==> src/inc/ppc_pkg.sv <==
`default_nettype none
package ppc_pkg;
  // register indices; byte address is four times the index
  localparam logic [7:0] IDX_DATA = 8'h08; // data_port_latch
  localparam logic [7:0] IDX_DIR = 8'h88; // data_port_direction
  localparam logic [7:0] IDX_CTRL = 8'h89; // control_port_direction_status
  localparam logic [7:0] IDX_PINS = 8'h09; // control_port_pins
  localparam logic [7:0] IDX_ANALOG = 8'h9f; // analog_setup_reg
  localparam logic [7:0] IDX_IRQ_STAT = 8'h0c; // sticky event bits
  localparam logic [7:0] IDX_IRQ_MASK = 8'h8c; // event enables
  localparam int ADDR_W = 10; // index plus two byte bits
  // control_port_direction_status field positions
  localparam int CTRL_IN_FULL = 7; // input_buffer_full
  localparam int CTRL_OUT_FULL = 6; // output_buffer_full
  localparam int CTRL_OVF = 5; // input_overflow_flag
  localparam int CTRL_SEL = 4; // slave_port_select
  localparam int CTRL_DIR_W = 3; // direction bits 2:0
  // control pin roles in slave mode
  localparam int PIN_RD = 0; // read strobe, low active
  localparam int PIN_WR = 1; // write strobe, low active
  localparam int PIN_CS = 2; // chip select, low active
  // interrupt status bits
  localparam int IRQ_W = 2;
  localparam int IRQ_DONE = 0; // slave_port_irq_flag
  localparam int IRQ_OVF = 1; // overflow event
  // reset values
  localparam logic [7:0] DIR_RST = 8'hff;
  localparam logic [2:0] CTRL_DIR_RST = 3'h7;
  localparam logic [2:0] ANALOG_RST = 3'h7; // all three analog
  localparam logic [7:0] DATA_RST = 8'h00;
  // axi responses
  localparam logic [1:0] RESP_OKAY = 2'h0;
  localparam logic [1:0] RESP_SLVERR = 2'h2;

  // byte address of a register index
  function automatic logic [ADDR_W-1:0] byte_addr(input logic [7:0] idx);
    byte_addr = {idx, 2'h0};
  endfunction : byte_addr
endpackage : ppc_pkg
`default_nettype wire

==> src/logic/ppc_axil.sv <==
`timescale 1ns/100ps
`default_nettype none
// axi4-lite slave; turns bus beats into one-cycle register strobes
module ppc_axil (
  input wire logic clk,
  input wire logic rst,
  input wire logic [ppc_pkg::ADDR_W-1:0] s_axil_awaddr,
  input wire logic s_axil_awvalid,
  output logic s_axil_awready,
  input wire logic [31:0] s_axil_wdata,
  input wire logic [3:0] s_axil_wstrb,
  input wire logic s_axil_wvalid,
  output logic s_axil_wready,
  output logic [1:0] s_axil_bresp,
  output logic s_axil_bvalid,
  input wire logic s_axil_bready,
  input wire logic [ppc_pkg::ADDR_W-1:0] s_axil_araddr,
  input wire logic s_axil_arvalid,
  output logic s_axil_arready,
  output logic [31:0] s_axil_rdata,
  output logic [1:0] s_axil_rresp,
  output logic s_axil_rvalid,
  input wire logic s_axil_rready,
  output logic reg_wr,
  output logic [ppc_pkg::ADDR_W-1:0] reg_waddr,
  output logic [7:0] reg_wdata,
  input wire logic wr_hit,
  output logic reg_rd,
  input wire logic [7:0] rd_val,
  input wire logic rd_hit
);
  logic aw_held; // address captured
  logic w_held; // data captured
  logic lane0; // low byte strobe of held data
  logic wr_fire; // both halves present, no response pending
  logic ar_fire; // read address taken

  assign s_axil_awready = ~aw_held;
  assign s_axil_wready = ~w_held;
  assign wr_fire = aw_held & w_held & ~s_axil_bvalid;
  // registers are one byte wide; other lanes carry nothing
  assign reg_wr = wr_fire & lane0 & wr_hit;
  assign s_axil_arready = ~s_axil_rvalid;
  assign ar_fire = s_axil_arvalid & s_axil_arready;
  assign reg_rd = ar_fire & rd_hit;

  // write channels accepted in either order
  always_ff @(posedge clk) begin
    if (rst) begin
      aw_held <= 1'b0;
      w_held <= 1'b0;
      s_axil_bvalid <= 1'b0;
      s_axil_bresp <= ppc_pkg::RESP_OKAY;
      reg_waddr <= '0;
      reg_wdata <= 8'h00;
      lane0 <= 1'b0;
    end else begin
      if (s_axil_awvalid & ~aw_held) begin
        aw_held <= 1'b1;
        reg_waddr <= s_axil_awaddr;
      end
      if (s_axil_wvalid & ~w_held) begin
        w_held <= 1'b1;
        reg_wdata <= s_axil_wdata[7:0];
        lane0 <= s_axil_wstrb[0];
      end
      if (wr_fire) begin
        aw_held <= 1'b0;
        w_held <= 1'b0;
        s_axil_bvalid <= 1'b1;
        s_axil_bresp <= wr_hit ? ppc_pkg::RESP_OKAY : ppc_pkg::RESP_SLVERR;
      end else if (s_axil_bready) begin
        s_axil_bvalid <= 1'b0;
      end
    end
  end

  // read answered one edge after the address is taken
  always_ff @(posedge clk) begin
    if (rst) begin
      s_axil_rvalid <= 1'b0;
      s_axil_rdata <= 32'h0000_0000;
      s_axil_rresp <= ppc_pkg::RESP_OKAY;
    end else if (ar_fire) begin
      s_axil_rvalid <= 1'b1;
      s_axil_rdata <= rd_hit ? {24'h00_0000, rd_val} : 32'h0000_0000;
      s_axil_rresp <= rd_hit ? ppc_pkg::RESP_OKAY : ppc_pkg::RESP_SLVERR;
    end else if (s_axil_rready) begin
      s_axil_rvalid <= 1'b0;
    end
  end
endmodule : ppc_axil
`default_nettype wire

==> src/logic/ppc_host_cycle.sv <==
`timescale 1ns/100ps
`default_nettype none
// tracks host read and write cycles on the control pins
module ppc_host_cycle (
  input wire logic clk,
  input wire logic rst,
  input wire logic en,
  input wire logic rd_n,
  input wire logic wr_n,
  input wire logic cs_n,
  output logic wr_sel,
  output logic rd_sel,
  output logic wr_start,
  output logic wr_end,
  output logic rd_start,
  output logic rd_end
);
  typedef enum logic [1:0] {IDLE, WRITE, READ} ppc_host_state_t;
  ppc_host_state_t state; // current host cycle
  ppc_host_state_t next_state;

  // a cycle needs both strobe and select low
  assign wr_sel = en & ~wr_n & ~cs_n;
  assign rd_sel = en & ~rd_n & ~cs_n;
  // write checked first when both strobes low
  assign wr_start = (state == IDLE) & wr_sel;
  assign rd_start = (state == IDLE) & ~wr_sel & rd_sel;
  // level triggered end: either line high closes it
  assign wr_end = (state == WRITE) & ~wr_sel;
  assign rd_end = (state == READ) & ~rd_sel;

  // next state
  always_comb begin
    next_state = state;
    unique case (state)
      IDLE: begin
        if (wr_start) next_state = WRITE;
        else if (rd_start) next_state = READ;
      end
      WRITE: begin
        if (wr_end) next_state = IDLE;
      end
      READ: begin
        if (rd_end) next_state = IDLE;
      end
      default: next_state = IDLE;
    endcase
  end

  // state register
  always_ff @(posedge clk) begin
    if (rst) state <= IDLE;
    else state <= next_state;
  end
endmodule : ppc_host_cycle
`default_nettype wire

==> src/logic/ppc_top.sv <==
`timescale 1ns/100ps
`default_nettype none
// Notes on behaviour
// data pins: gpio or host data bus bit
// each control pin has own direction bit
// slave select turns control pins into strobes
// firmware makes strobe pins digital inputs first
// analog control pin reads as zero
// direction bits drive pins even when analog
// reset makes control pins analog
// input full flag read-only, resets clear
// direction one input, zero output, resets one
// low read plus select reads data port
// low write plus select writes data port
// chip select is active low
// reset values of latch, direction, control
// write end sets full and irq flags
// second unread write sets overflow flag
// host read clears output full flag
// separate output and input latches in slave mode
// gpio direction one input, zero drives latch
// control bit 3 reads zero, ignores writes
module ppc_top #(
  parameter int DATA_W = 8, // data port width
  parameter int CTRL_W = ppc_pkg::CTRL_DIR_W // control pin count
) (
  input wire logic clk,
  input wire logic rst,
  input wire logic [ppc_pkg::ADDR_W-1:0] s_axil_awaddr,
  input wire logic s_axil_awvalid,
  output logic s_axil_awready,
  input wire logic [31:0] s_axil_wdata,
  input wire logic [3:0] s_axil_wstrb,
  input wire logic s_axil_wvalid,
  output logic s_axil_wready,
  output logic [1:0] s_axil_bresp,
  output logic s_axil_bvalid,
  input wire logic s_axil_bready,
  input wire logic [ppc_pkg::ADDR_W-1:0] s_axil_araddr,
  input wire logic s_axil_arvalid,
  output logic s_axil_arready,
  output logic [31:0] s_axil_rdata,
  output logic [1:0] s_axil_rresp,
  output logic s_axil_rvalid,
  input wire logic s_axil_rready,
  input wire logic [DATA_W-1:0] data_pin_in,
  output logic [DATA_W-1:0] data_pin_out,
  output logic [DATA_W-1:0] data_pin_oe,
  input wire logic [CTRL_W-1:0] ctrl_pin_in,
  output logic [CTRL_W-1:0] ctrl_pin_out,
  output logic [CTRL_W-1:0] ctrl_pin_oe,
  output logic irq
);
  // address match against a register index
  function automatic logic hit(input logic [ppc_pkg::ADDR_W-1:0] a,
                               input logic [7:0] idx);
    hit = (a == ppc_pkg::byte_addr(idx));
  endfunction : hit

  // register bus strobes
  logic reg_wr; // one-cycle write strobe
  logic [ppc_pkg::ADDR_W-1:0] reg_waddr; // held write address
  logic [7:0] reg_wdata; // held write byte
  logic reg_rd; // one-cycle read strobe
  logic wr_hit; // write address is mapped
  logic rd_hit; // read address is mapped
  logic [7:0] rd_val; // selected read byte

  // stored state
  logic [DATA_W-1:0] out_latch; // data_port_latch, cpu written
  logic [DATA_W-1:0] in_latch; // filled by host writes
  logic [DATA_W-1:0] dir; // data_port_direction
  logic [CTRL_W-1:0] ctrl_dir; // control pin directions
  logic slave_sel; // slave_port_select
  logic in_full; // input_buffer_full
  logic out_full; // output_buffer_full
  logic ovf; // input_overflow_flag
  logic [CTRL_W-1:0] pins_latch; // control_port_pins output latch
  logic [CTRL_W-1:0] analog; // analog_setup_reg, one = analog
  logic [ppc_pkg::IRQ_W-1:0] irq_stat; // sticky events
  logic [ppc_pkg::IRQ_W-1:0] irq_mask; // event enables

  // host cycle events
  logic host_wr_sel; // write cycle selected now
  logic host_rd_sel; // read cycle selected now
  logic host_wr_start;
  logic host_wr_end;
  logic host_rd_start;
  logic host_rd_end;

  // per-register write and read decode
  logic we_data, we_dir, we_ctrl, we_pins, we_analog, we_stat, we_mask;
  logic re_data;
  logic [ppc_pkg::IRQ_W-1:0] irq_set; // events this cycle
  logic [CTRL_W-1:0] pins_read; // control pins as software sees them
  logic [7:0] ctrl_read; // direction/status byte

  ppc_axil i_ppc_axil (
    .clk(clk),
    .rst(rst),
    .s_axil_awaddr(s_axil_awaddr),
    .s_axil_awvalid(s_axil_awvalid),
    .s_axil_awready(s_axil_awready),
    .s_axil_wdata(s_axil_wdata),
    .s_axil_wstrb(s_axil_wstrb),
    .s_axil_wvalid(s_axil_wvalid),
    .s_axil_wready(s_axil_wready),
    .s_axil_bresp(s_axil_bresp),
    .s_axil_bvalid(s_axil_bvalid),
    .s_axil_bready(s_axil_bready),
    .s_axil_araddr(s_axil_araddr),
    .s_axil_arvalid(s_axil_arvalid),
    .s_axil_arready(s_axil_arready),
    .s_axil_rdata(s_axil_rdata),
    .s_axil_rresp(s_axil_rresp),
    .s_axil_rvalid(s_axil_rvalid),
    .s_axil_rready(s_axil_rready),
    .reg_wr(reg_wr),
    .reg_waddr(reg_waddr),
    .reg_wdata(reg_wdata),
    .wr_hit(wr_hit),
    .reg_rd(reg_rd),
    .rd_val(rd_val),
    .rd_hit(rd_hit)
  );

  // strobes and select only count in slave mode
  ppc_host_cycle i_ppc_host_cycle (
    .clk(clk),
    .rst(rst),
    .en(slave_sel),
    .rd_n(ctrl_pin_in[ppc_pkg::PIN_RD]),
    .wr_n(ctrl_pin_in[ppc_pkg::PIN_WR]),
    .cs_n(ctrl_pin_in[ppc_pkg::PIN_CS]),
    .wr_sel(host_wr_sel),
    .rd_sel(host_rd_sel),
    .wr_start(host_wr_start),
    .wr_end(host_wr_end),
    .rd_start(host_rd_start),
    .rd_end(host_rd_end)
  );

  // write decode
  assign we_data = reg_wr & hit(reg_waddr, ppc_pkg::IDX_DATA);
  assign we_dir = reg_wr & hit(reg_waddr, ppc_pkg::IDX_DIR);
  assign we_ctrl = reg_wr & hit(reg_waddr, ppc_pkg::IDX_CTRL);
  assign we_pins = reg_wr & hit(reg_waddr, ppc_pkg::IDX_PINS);
  assign we_analog = reg_wr & hit(reg_waddr, ppc_pkg::IDX_ANALOG);
  assign we_stat = reg_wr & hit(reg_waddr, ppc_pkg::IDX_IRQ_STAT);
  assign we_mask = reg_wr & hit(reg_waddr, ppc_pkg::IDX_IRQ_MASK);
  assign wr_hit = hit(reg_waddr, ppc_pkg::IDX_DATA)
                | hit(reg_waddr, ppc_pkg::IDX_DIR)
                | hit(reg_waddr, ppc_pkg::IDX_CTRL)
                | hit(reg_waddr, ppc_pkg::IDX_PINS)
                | hit(reg_waddr, ppc_pkg::IDX_ANALOG)
                | hit(reg_waddr, ppc_pkg::IDX_IRQ_STAT)
                | hit(reg_waddr, ppc_pkg::IDX_IRQ_MASK);

  // read decode; the data read has a side effect on in_full
  assign re_data = reg_rd & hit(s_axil_araddr, ppc_pkg::IDX_DATA);
  assign rd_hit = hit(s_axil_araddr, ppc_pkg::IDX_DATA)
                | hit(s_axil_araddr, ppc_pkg::IDX_DIR)
                | hit(s_axil_araddr, ppc_pkg::IDX_CTRL)
                | hit(s_axil_araddr, ppc_pkg::IDX_PINS)
                | hit(s_axil_araddr, ppc_pkg::IDX_ANALOG)
                | hit(s_axil_araddr, ppc_pkg::IDX_IRQ_STAT)
                | hit(s_axil_araddr, ppc_pkg::IDX_IRQ_MASK);

  // analog pins read zero whatever the pad does
  assign pins_read = ctrl_pin_in & ~analog;
  // bit 3 is tied low, never stored
  assign ctrl_read = {in_full, out_full, ovf, slave_sel, 1'b0, ctrl_dir};

  // read mux; slave mode returns host-written byte, gpio the pads
  assign rd_val =
    hit(s_axil_araddr, ppc_pkg::IDX_DATA) ?
      (slave_sel ? in_latch : data_pin_in) :
    hit(s_axil_araddr, ppc_pkg::IDX_DIR) ? dir :
    hit(s_axil_araddr, ppc_pkg::IDX_CTRL) ? ctrl_read :
    hit(s_axil_araddr, ppc_pkg::IDX_PINS) ? {5'h00, pins_read} :
    hit(s_axil_araddr, ppc_pkg::IDX_ANALOG) ? {5'h00, analog} :
    hit(s_axil_araddr, ppc_pkg::IDX_IRQ_STAT) ? {6'h00, irq_stat} :
    {6'h00, irq_mask};

  // data pins: host owns direction in slave mode, only while reading
  assign data_pin_oe = slave_sel ? {DATA_W{host_rd_sel}} : ~dir;
  assign data_pin_out = out_latch;
  // control drivers follow direction bits even when analog
  assign ctrl_pin_oe = ~ctrl_dir;
  assign ctrl_pin_out = pins_latch;

  // event sources for the interrupt status
  assign irq_set[ppc_pkg::IRQ_DONE] = host_wr_end | host_rd_end;
  assign irq_set[ppc_pkg::IRQ_OVF] = host_wr_start & in_full;
  assign irq = |(irq_stat & irq_mask);

  // cpu output latch; kept apart from the host input latch
  always_ff @(posedge clk) begin
    if (rst) out_latch <= ppc_pkg::DATA_RST;
    else if (we_data) out_latch <= reg_wdata;
  end

  // host write byte captured every cycle of a selected write
  always_ff @(posedge clk) begin
    if (rst) in_latch <= ppc_pkg::DATA_RST;
    else if (host_wr_sel) in_latch <= data_pin_in;
  end

  // direction registers
  always_ff @(posedge clk) begin
    if (rst) begin
      dir <= ppc_pkg::DIR_RST;
      ctrl_dir <= ppc_pkg::CTRL_DIR_RST;
    end else begin
      if (we_dir) dir <= reg_wdata;
      if (we_ctrl) ctrl_dir <= reg_wdata[CTRL_W-1:0];
    end
  end

  // mode select; firmware is trusted to set inputs and digital first
  always_ff @(posedge clk) begin
    if (rst) slave_sel <= 1'b0;
    else if (we_ctrl) slave_sel <= reg_wdata[ppc_pkg::CTRL_SEL];
  end

  // input full: set by host write end, cleared by cpu data read;
  // set wins so a byte landing during the read is not lost
  always_ff @(posedge clk) begin
    if (rst) in_full <= 1'b0;
    else if (!slave_sel) in_full <= 1'b0;
    else if (host_wr_end) in_full <= 1'b1;
    else if (re_data) in_full <= 1'b0;
  end

  // output full: set by cpu write, cleared at host read start
  always_ff @(posedge clk) begin
    if (rst) out_full <= 1'b0;
    else if (!slave_sel) out_full <= 1'b0;
    else if (we_data) out_full <= 1'b1;
    else if (host_rd_start) out_full <= 1'b0;
  end

  // overflow survives leaving slave mode; only firmware clears it
  always_ff @(posedge clk) begin
    if (rst) ovf <= 1'b0;
    else if (host_wr_start && in_full) ovf <= 1'b1;
    else if (we_ctrl) ovf <= reg_wdata[ppc_pkg::CTRL_OVF];
  end

  // control pin output latch
  always_ff @(posedge clk) begin
    if (rst) pins_latch <= '0;
    else if (we_pins) pins_latch <= reg_wdata[CTRL_W-1:0];
  end

  // analog select; reset leaves all three pins analog
  always_ff @(posedge clk) begin
    if (rst) analog <= ppc_pkg::ANALOG_RST;
    else if (we_analog) analog <= reg_wdata[CTRL_W-1:0];
  end

  // sticky status, write one to clear, a new event wins
  always_ff @(posedge clk) begin
    if (rst) irq_stat <= '0;
    else if (we_stat)
      irq_stat <= (irq_stat & ~reg_wdata[ppc_pkg::IRQ_W-1:0]) | irq_set;
    else irq_stat <= irq_stat | irq_set;
  end

  // interrupt enables
  always_ff @(posedge clk) begin
    if (rst) irq_mask <= '0;
    else if (we_mask) irq_mask <= reg_wdata[ppc_pkg::IRQ_W-1:0];
  end
endmodule : ppc_top
`default_nettype wire

==> config.mk <==
export PLATFORM = sky130hd
export DESIGN_NAME = ppc_top
export DESIGN_NICKNAME = d
export VERILOG_FILES = /design/src/inc/ppc_pkg.sv /design/src/logic/ppc_axil.sv /design/src/logic/ppc_host_cycle.sv /design/src/logic/ppc_top.sv
export SDC_FILE = /design/constraint.sdc
export NUM_CORES = 1
export LEC_CHECK = 0
export ABC_AREA = 1
export BUFFER_PORTS_ARGS = -buffer_cell sky130_fd_sc_hd__buf_2
export CAP_MARGIN = 30
export CELL_PAD_IN_SITES_DETAIL_PLACEMENT = 1
export CELL_PAD_IN_SITES_GLOBAL_PLACEMENT = 1
export CORE_UTILIZATION = 36
export CTS_CLUSTER_DIAMETER = 80
export DETAILED_ROUTE_END_ITERATION = 10
export GPL_ROUTABILITY_DRIVEN = 1
export GPL_TIMING_DRIVEN = 0
export PLACE_DENSITY_LB_ADDON = 0.1
export SLEW_MARGIN = 20
export SYNTH_ARGS = -nofsm -noshare
export SYNTH_HDL_FRONTEND = slang
export SYNTH_SLANG_ARGS = --single-unit
==> constraint.sdc <==
create_clock -name clk -period 4.37 [get_ports clk]
set_input_delay 0.437 -clock clk [delete_from_list [all_inputs] [get_ports clk]]
set_output_delay 0.437 -clock clk [all_outputs]
set_load 0.005 [all_outputs]
==> impl_metrics.ini, run 1 <==
[clocking]
postCtsHoldBufs = 0
clock_sink_count = 76
post_cts.repair.setup_buffers = 0
htreeDepth = 3
numCtsBuffers = 9
postCtsResizedCells = 0
cts_tree = yes
clk_path_buf_depth = 2
cts_root_buffer = clkbuf_8
clk_latency_ns = 0.36
cts.clk_slew.worst_paths_ns = 0.09

[setup_path]
timing.rr.start = slave_sel$_SDFFE_PP0P_
crit_family = buffers and inverters
cp-start-kind = register
cp.required_ns = 3.93
end_kind = output pin
cp_slowest_stage_delay_ns = 0.45
crit_slowest_cell = dfxtp_1
crit_top_cell = inv_1
cp_max_fo = 9
rrSetupSlack_ns = 2.38
path_buf_inv = 3
crit_type = reg -> out
arrival_ns = 1.86
rr_worst_depth = 6
path_cells = inv_1, nor3_1, inv_1, o21ai_0, buf_2
r2r_end = in_latch[6]$_SDFFE_PP0P_

[placed_design]
numPortBuffers = 84
pre_cts_ws_ns = 2.36
hpwl_mm = 8.67
place.gp.congestion = 0.810

[grt]
grt_start_max_net_pins = 14
antenna_found_initial = 0
grt_overflow = 0
grt_pass1_wl_mm = 17.8
track_usage = 0.221
grt_pass1_vias = 3642

[route]
vias_per_cell = 4.70
drtAntennaViolNets = 0
num_vias = 3735
wl_met1_mm = 5.14
top_layer = met4
wl_per_cell_um = 13.9
wl_met3_um = 462
route.detailed.drc = 0
wl_met2_mm = 5.24
dr.pass1.iters = 4
drt_first_iter_violations = 82
drt-total-wl_mm = 11.0

[cells_and_area]
antennaDiodeCount = 0
nFillCells = 1325
ff_latch_area_mm2 = 0.00152
final_nets = 730
syn_to_final_growth_pct = 25.1
final_common_cell = nand2_1
final_cell_mix = nand2_1 (93), nor2_1 (85), buf_2 (84)
drive_gt1_frac = 0.231
multi_input_area_mm2 = 0.00178

[sta]
timing.fmax_mhz = 435
final_hold_viol_count = 0
tns_ns = 0
period_needed_ns = 2.30
finClkSkew_ns = 0.0124
rsz0062_at_grt = no
setup-violations-final = 0
slew_headroom = 0.599
drv_slew = 0
tightestPinTransition_ns = 0.601
fin_hold_ws_ns = 0.299
period_share = 0.527
layout_setup_ws_ns = 2.07

[synth]
yosys_warnings = 0
ys_top_cells_by_area = dfxtp_1 (41%), nand2_1 (9.4%), nor2_1 (8.6%), o21ai_0 (7.2%), inv_1 (5.4%)
yosysSeqAreaShare = 0.411
ys_ff_latch = 76
synth.distinct_cells = 31
yosys.area.top_type_share = 0.411
avgSynthCellArea_um2 = 6.90
synth_area_leader_cell = dfxtp_1
postSynthCellCount = 536
synth_area_mm2 = 0.00370

[floorplanning]
pin_count = 138
fp-row-count = 36
design.core.area_mm2 = 0.00986
die_h_um = 103
die_x_um = 103
initial_core_util = 0.375
dieArea_mm2 = 0.0107

[power_and_ir_drop]
ir_drop_mv = 0.138
powerDensity_mw_per_mm2 = 332
switchingPower_uw = 372
power_leakage_nw = 2.42
comb_power_share = 0.090
total_power_mw = 1.54
seqPwrFrac = 0.473
clockPowerShare = 0.436
p_int_mw = 1.16
power.share.switching = 0.242

[min_path]
min_to = i_ppc_axil.reg_wdata[7]$_SDFFE_PP0P_
hold_path.class = in -> reg
min_path_cells = 3
hold_path.startpoint = s_axil_wdata[7]

[run]
drv_cap = 0

[run_status]
status = finished clean
-- worst max-delay path by stage --
stage                           start                                      end  slack, ns  cells after the start
2_1_floorplan        s_axil_araddr[7]  i_ppc_axil.s_axil_rdata[5]$_SDFFE_PP0P_       2.91                     10
3_3_place_gp         s_axil_araddr[7]  i_ppc_axil.s_axil_rdata[5]$_SDFFE_PP0P_       2.47                     12
3_5_place_dp           ctrl_pin_in[2]                 in_latch[6]$_SDFFE_PP0P_       2.36                      6
4_1_cts        slave_sel$_SDFFE_PP0P_                           data_pin_oe[1]       2.06                      5
5_1_grt        slave_sel$_SDFFE_PP0P_                           data_pin_oe[0]       1.89                      5
6_report       slave_sel$_SDFFE_PP0P_                           data_pin_oe[5]       2.07                      5
-- state kept, by name, summed over array words and instances (netlist names), 2 cells and up --
register,count
in_latch,8
irq_mask,2
analog,3
dir,8
i_ppc_axil.reg_wdata,8
i_ppc_axil.s_axil_rdata,8
i_ppc_host_cycle.state,2
ctrl_pin_out,3
i_ppc_axil.reg_waddr,10
data_pin_out,8
irq_stat,2
ctrl_dir,3
-- final cells by class --
cell class / count / share of cell area
Buffer: 38 / 0.0519
Clock buffer: 11 / 0.0305
Clock inverter: 5 / 0.0232
Inverter: 66 / 0.0541
Multi-Input combinational cell: 381 / 0.385
Sequential cell: 76 / 0.329
Tap cell: 133 / 0.0359
Timing Repair Buffer: 84 / 0.0908
-- layer usage --
metal	GRT usage	up-vias
met1	0.288	1713
met2	0.369	88
met4	0.0813	0
met5	0	-
li1	-	1921
met3	0.0356	13
-- power by group through the flow --
stage	logic, mW	clock network (mW)	registers [mW]
final	0.138	0.670	0.727
after global routing	0.159	0.715	0.730
after CTS	0.139	0.685	0.727
after detailed placement	0.138	0	0.743
after global placement	0.135	0	0.743
after floorplan	0.0868	0	0.738
-- Yosys cell counts (all sizes together) --
master	n
a21oi	37
a22o	1
a31oi	1
and3	1
buf	26
clkbuf	12
clkinv	1
conb	1
dfxtp	76
inv	65
mux2i	1
nand2	97
nand3	39
nand4	4
nor2	92
nor3	11
o2111ai	1
o211ai	12
o21a	1
o21ai	57
-- cells by family after synthesis --
family                 after synthesis  share of synthesized area
AOI/OAI and AO/OA                  110                      0.160
buffers and inverters              104                      0.133
DFF                                 76                      0.411
muxes                                1                    0.00271
other                                1                    0.00101
and+or+nand+nor                    244                      0.293
-- per-stage QoR --
| step | instance area [um^2] | cells | utilization |
|---|---|---|---|
| 2_1_floorplan | 3790 | 561 | - |
| 3_3_place_gp | 4380 | 778 | 0.444 |
| 3_5_place_dp | 4380 | 778 | 0.444 |
| 4_1_cts | 4630 | 794 | 0.469 |
| 5_1_grt | 4630 | 794 | 0.469 |
| 6_report | 4630 | 794 | 0.469 |
-- worst reg2reg max path: cells and delay by family (launching register included) --
kind	cells	cell delay, ns
compound gates	2	0.30
buf+inv	3	0.73
simple gates	1	0.39
flops	1	0.45
Note: power is estimated with default switching activity, not from simulation.
==> inputs of run 2 (changes only) <==
CORE_UTILIZATION = 30   (was 36)
clock period = 1.89 ns   (was 4.37 ns; I/O delays follow)
==> run 2 against run 1 <==
Against the previous run:
- global-route usage is 3.2 points lower
- sequential share of layout area is 0.86 points lower
- clock skew is 0.0070 ns lower
- final cell count is 1.6% higher
- die area is 20% higher
- clock power grew to 2.9 times the previous value
- via count is 1.4% lower
- combinational power is 140% higher
- largest cell class unchanged
==> impl_metrics.ini, run 2 (synthesis gave the netlist of run 1 again) <==
[route]
drtAntennaViolNets = 0
dr.pass1.iters = 4
num_vias = 3683
route.detailed.drc = 0
drt_first_iter_violations = 104
wl_per_cell_um = 14.2
vias_per_cell = 4.56
drt-total-wl_mm = 11.4

[clocking]
cts_root_buffer = clkbuf_16
cts.clk_slew.worst_paths_ns = 0.06
cts_tree = yes
clk_latency_ns = 0.34
clk_path_buf_depth = 2
numCtsBuffers = 9
clock_sink_count = 76
htreeDepth = 3

[floorplanning]
fp-row-count = 40
pin_count = 138
die_h_um = 113
die_x_um = 113
dieArea_mm2 = 0.0128
initial_core_util = 0.308
design.core.area_mm2 = 0.0120

[setup_path]
worstSetupEndpoint = data_pin_oe[5]
rrSetupSlack_ns = 0.21
rr_worst_depth = 10
cp-start-kind = register
r2r_end = data_pin_out[5]$_SDFFE_PP0P_
arrival_ns = 1.55
cp.required_ns = 1.70
end_kind = output pin
crit_type = reg -> out
startpoint = slave_sel$_SDFFE_PP0P_
cp_max_fo = 9
timing.rr.start = i_ppc_axil.reg_waddr[0]$_SDFFE_PP0P_

[placed_design]
dp.cells = 792
place.gp.congestion = 0.782
hpwl_mm = 8.95
numPortBuffers = 84

[cells_and_area]
final_cell_mix = nand2_1 (93), nor2_1 (85), buf_2 (84)
antennaDiodeCount = 0
nFillCells = 1594
largest_reg_flops = 10
final_common_cell = nand2_1
final_cells = 807
final_nets = 729
drive_gt1_frac = 0.238
syn_to_final_growth_pct = 28.5
regMostFlops = i_ppc_axil.reg_waddr

[sta]
finClkSkew_ns = 0.00539
tightestPinTransition_ns = 0.641
rsz0062_at_grt = no
timing.fmax_mhz = 576
final_hold_viol_count = 0
setup-violations-final = 0
drv_slew = 0
period_share = 0.919
period_needed_ns = 1.74
slew_headroom = 0.573

[min_path]
min_path_cells = 3
hold_path.class = in -> reg

[power_and_ir_drop]
powerDensity_mw_per_mm2 = 829
total_power_mw = 3.94
ir_drop_mv = 0.401
power_leakage_nw = 2.46

[grt]
antenna_found_initial = 0
grt_pass1_vias = 3757
grt_overflow = 0
track_usage = 0.189
grt_start_max_net_pins = 14
grt_pass1_wl_mm = 18.6

[run_status]
status = finished clean

[run]
drv_cap = 0
[run 2: worst min path at each step]
stage / startpoint / to / slack (ns)
floorplan: rst / irq_stat[0]$_SDFF_PP0_ / 0.26
global placement: s_axil_awaddr[1] / i_ppc_axil.reg_waddr[1]$_SDFFE_PP0P_ / 0.41
detailed placement: s_axil_wstrb[0] / i_ppc_axil.lane0$_SDFFE_PP0P_ / 0.42
CTS: s_axil_wstrb[0] / i_ppc_axil.lane0$_SDFFE_PP0P_ / 0.07
global route: s_axil_awaddr[7] / i_ppc_axil.reg_waddr[7]$_SDFFE_PP0P_ / 0.09
finish: s_axil_awaddr[7] / i_ppc_axil.reg_waddr[7]$_SDFFE_PP0P_ / 0.07
[run 2: per-stage QoR]
| step | TNS (ns) | hold slack, ns | setup slack (ns) | utilization | instance area (um^2) |
|---|---|---|---|---|---|
| finish | 0 | 0.0729 | 0.154 | 0.396 | 4750 |
| global placement | -0.0312 | 0.411 | -0.0312 | 0.366 | 4400 |
| floorplan | 0 | 0.258 | 0.461 | - | 3790 |
| CTS | 0 | 0.0650 | 0.00617 | 0.395 | 4740 |
| global route | 0 | 0.0870 | 0.00193 | 0.396 | 4750 |
| detailed placement | -0.0702 | 0.422 | -0.0702 | 0.366 | 4400 |
[run 2: worst max-delay path, stage by stage (launching register included)]
cell and delay [ns]:
dfxtp_1 0.45, inv_2 0.13, nor3_4 0.18, inv_1 0.16, o21ai_0 0.13, buf_2 0.15
[run 2: what timing repair did]
action / 4_1_cts / 5_1_grt
hold buffers: 0 / 0
setup endpoints to repair: 9 / 12
setup buffers: 0 / 0
resized for setup: 2 / 3
gates cloned: 0 / 0
[run 2: layout make-up]
cell class | instances | area, um^2 | share of cell area
repair buffers | 84 | 420 | 0.0884
clock buffers | 11 | 253 | 0.0532
well taps | 147 | 184 | 0.0387
flip-flops and latches | 76 | 1520 | 0.320
plain buffers | 37 | 236 | 0.0497
multi-input cells | 381 | 1800 | 0.380
inverters | 66 | 250 | 0.0526
clock inverters | 5 | 83.8 | 0.0176
[run 2: layer usage]
layer	global-route usage	routed length, um
met1	0.242	5550
met2	0.311	5150
met3	0.0321	444
met4	0.0895	282
met5	0	0
[run 2: power by group]
group	internal [mW]	switching (mW)
Clock	1.23	0.699
Combinational	0.126	0.200
Sequential	1.65	0.0391
Total	3.00	0.938
==> inputs of run 3 (changes only) <==
CELL_PAD_IN_SITES_DETAIL_PLACEMENT = 0   (was 1)
CELL_PAD_IN_SITES_GLOBAL_PLACEMENT = 2   (was 1)
CORE_UTILIZATION = 23   (was 30)
==> run 3 against run 2 <==
Against the previous run:
- sequential power is essentially flat
- clock power shrank 3%
- wire length grew 3.7%
- power shrank 1.3%
- first-iteration DRC count grew 46%
- sequential cell count is the same
- final cell count grew 8.3%
- sequential share of layout area shrank 0.68 points
- count of clock-buffer cells in the layout is the same
- via count shrank 0.76%
- hold slack lost 0.0012 ns
- critical path depth is the same
- highest routed layer unchanged
==> impl_metrics.ini, run 3 (synthesis gave the netlist of run 1 again) <==
[route]
drt-total-wl_mm = 11.9
num_vias = 3655
route.detailed.drc = 0
dr.pass1.iters = 4
vias_per_cell = 4.18
wl_per_cell_um = 13.6
drtAntennaViolNets = 0
drt_first_iter_violations = 152

[placed_design]
numPortBuffers = 84
placed_area_mm2 = 0.00448
pre_cts_ws_ns = -0.139
place.gp.congestion = 0.742
hpwl_mm = 9.34

[clocking]
clk_latency_ns = 0.34
clock_sink_count = 76
clk_path_buf_depth = 2
cts_root_buffer = clkbuf_16
cts.clk_slew.worst_paths_ns = 0.06
postCtsHoldBufs = 0
numCtsBuffers = 9
htreeDepth = 3
cts_tree = yes

[power_and_ir_drop]
clockPowerShare = 0.480
power_leakage_nw = 2.47
seqPwrFrac = 0.434
comb_power_share = 0.086
power.share.switching = 0.238
total_power_mw = 3.89
p_int_mw = 2.96
powerDensity_mw_per_mm2 = 800
ir_drop_mv = 0.453
switchingPower_uw = 924

[grt]
grt_util_met1 = 0.196
grt_start_max_net_pins = 13
antenna_found_initial = 0
grt_pass1_vias = 3515
grt_overflow = 0
grt_pass1_wl_mm = 18.6
met2_usage = 0.241
busiest_layer = met2
grtUsageMet3 = 0.0403
track_usage = 0.150

[sta]
drv_slew = 0
period_needed_ns = 1.78
setup-violations-final = 0
final_hold_viol_count = 0
tightestPinTransition_ns = 0.657
timing.fmax_mhz = 561
finClkSkew_ns = 0.00536
period_share = 0.943
fin_hold_ws_ns = 0.0717
rsz0062_at_grt = no
slew_headroom = 0.562
layout_setup_ws_ns = 0.108

[floorplanning]
design.core.area_mm2 = 0.0154
die_x_um = 129
dieArea_mm2 = 0.0166
die_h_um = 129
fp-row-count = 45
pin_count = 138
initial_core_util = 0.240

[cells_and_area]
largest_reg_flops = 10
final_common_cell = nand2_1
final_cell_mix = nand2_1 (93), nor2_1 (84), buf_2 (84)
nFillCells = 1791
fin_area_mm2 = 0.00486
syn_to_final_growth_pct = 31.4
final_util = 0.315
antennaDiodeCount = 0
final_nets = 733
drive_gt1_frac = 0.246
regMostFlops = i_ppc_axil.reg_waddr

[setup_path]
arrival_ns = 1.59
rr_worst_depth = 10
crit_family = buffers and inverters
worst-path-stages = 5
end_kind = output pin
crit_type = reg -> out
cp_slowest_stage_delay_ns = 0.42
path_buf_inv = 3
rrSetupSlack_ns = 0.18
cp-start-kind = register
cp.required_ns = 1.70
crit_slowest_cell = dfxtp_1
cp_max_fo = 9
path_cells = inv_1, nor3_4, inv_2, o21ai_0, buf_2

[min_path]
min_path_cells = 3
hold_path.class = in -> reg

[run]
drv_cap = 0

[run_status]
status = finished clean
-- run 3: worst reg2reg max path, delay by kind of cell (launching register included) --
family / cells / cell delay (ns)
AND/OR/NAND/NOR: 8 / 1.07
flip-flops: 1 / 0.36
buffers and inverters: 2 / 0.19
-- run 3: routing by layer --
| layer | share of wire | wire, um |
|---|---|---|
| met2 | 0.45 | 5390 |
| met4 | 0.013 | 152 |
| met3 | 0.050 | 598 |
| met1 | 0.48 | 5710 |
| met5 | 0 | 0 |
-- run 3: area by class of cell --
| type | count | area, um^2 | share of cell area |
|---|---|---|---|
| Buffer | 37 | 236 | 0.0486 |
| Clock buffer | 11 | 243 | 0.0499 |
| Clock inverter | 4 | 73.8 | 0.0152 |
| Inverter | 66 | 250 | 0.0515 |
| Multi-Input combinational cell | 382 | 1830 | 0.376 |
| Sequential cell | 76 | 1520 | 0.313 |
| Tap cell | 211 | 264 | 0.0543 |
| Timing Repair Buffer | 87 | 443 | 0.0911 |
-- run 3: metrics by stage --
step | TNS, ns | cells
after floorplan | 0 | 561
after global placement | -0.151 | 856
after detailed placement | -0.190 | 856
after CTS | 0 | 871
after global routing | 0 | 874
final | 0 | 874
-- run 3: what timing repair did --
item,4_1_cts,5_1_grt
gates cloned,0,1
gates resized for setup,3,6
buffers inserted,0,3
pin swaps,0,5
setup endpoints to repair,17,13
-- run 3: path summary, 6_finish.rpt --
kind	start	to
max reg2reg	i_ppc_axil.reg_waddr[2]$_SDFFE_PP0P_	data_pin_out[6]$_SDFFE_PP0P_
min	s_axil_awaddr[7]	i_ppc_axil.reg_waddr[7]$_SDFFE_PP0P_
max	slave_sel$_SDFFE_PP0P_	data_pin_oe[0]
min reg2reg	in_latch[0]$_SDFFE_PP0P_	in_latch[0]$_SDFFE_PP0P_
-- run 3: power by group through the flow --
| stage | clock network, mW | logic [mW] | registers [mW] |
|---|---|---|---|
| after floorplan | 0 | 0.201 | 1.71 |
| after global placement | 0 | 0.327 | 1.72 |
| after detailed placement | 0 | 0.326 | 1.72 |
| after CTS | 1.92 | 0.328 | 1.69 |
| after global routing | 1.99 | 0.383 | 1.69 |
| final | 1.87 | 0.334 | 1.69 |
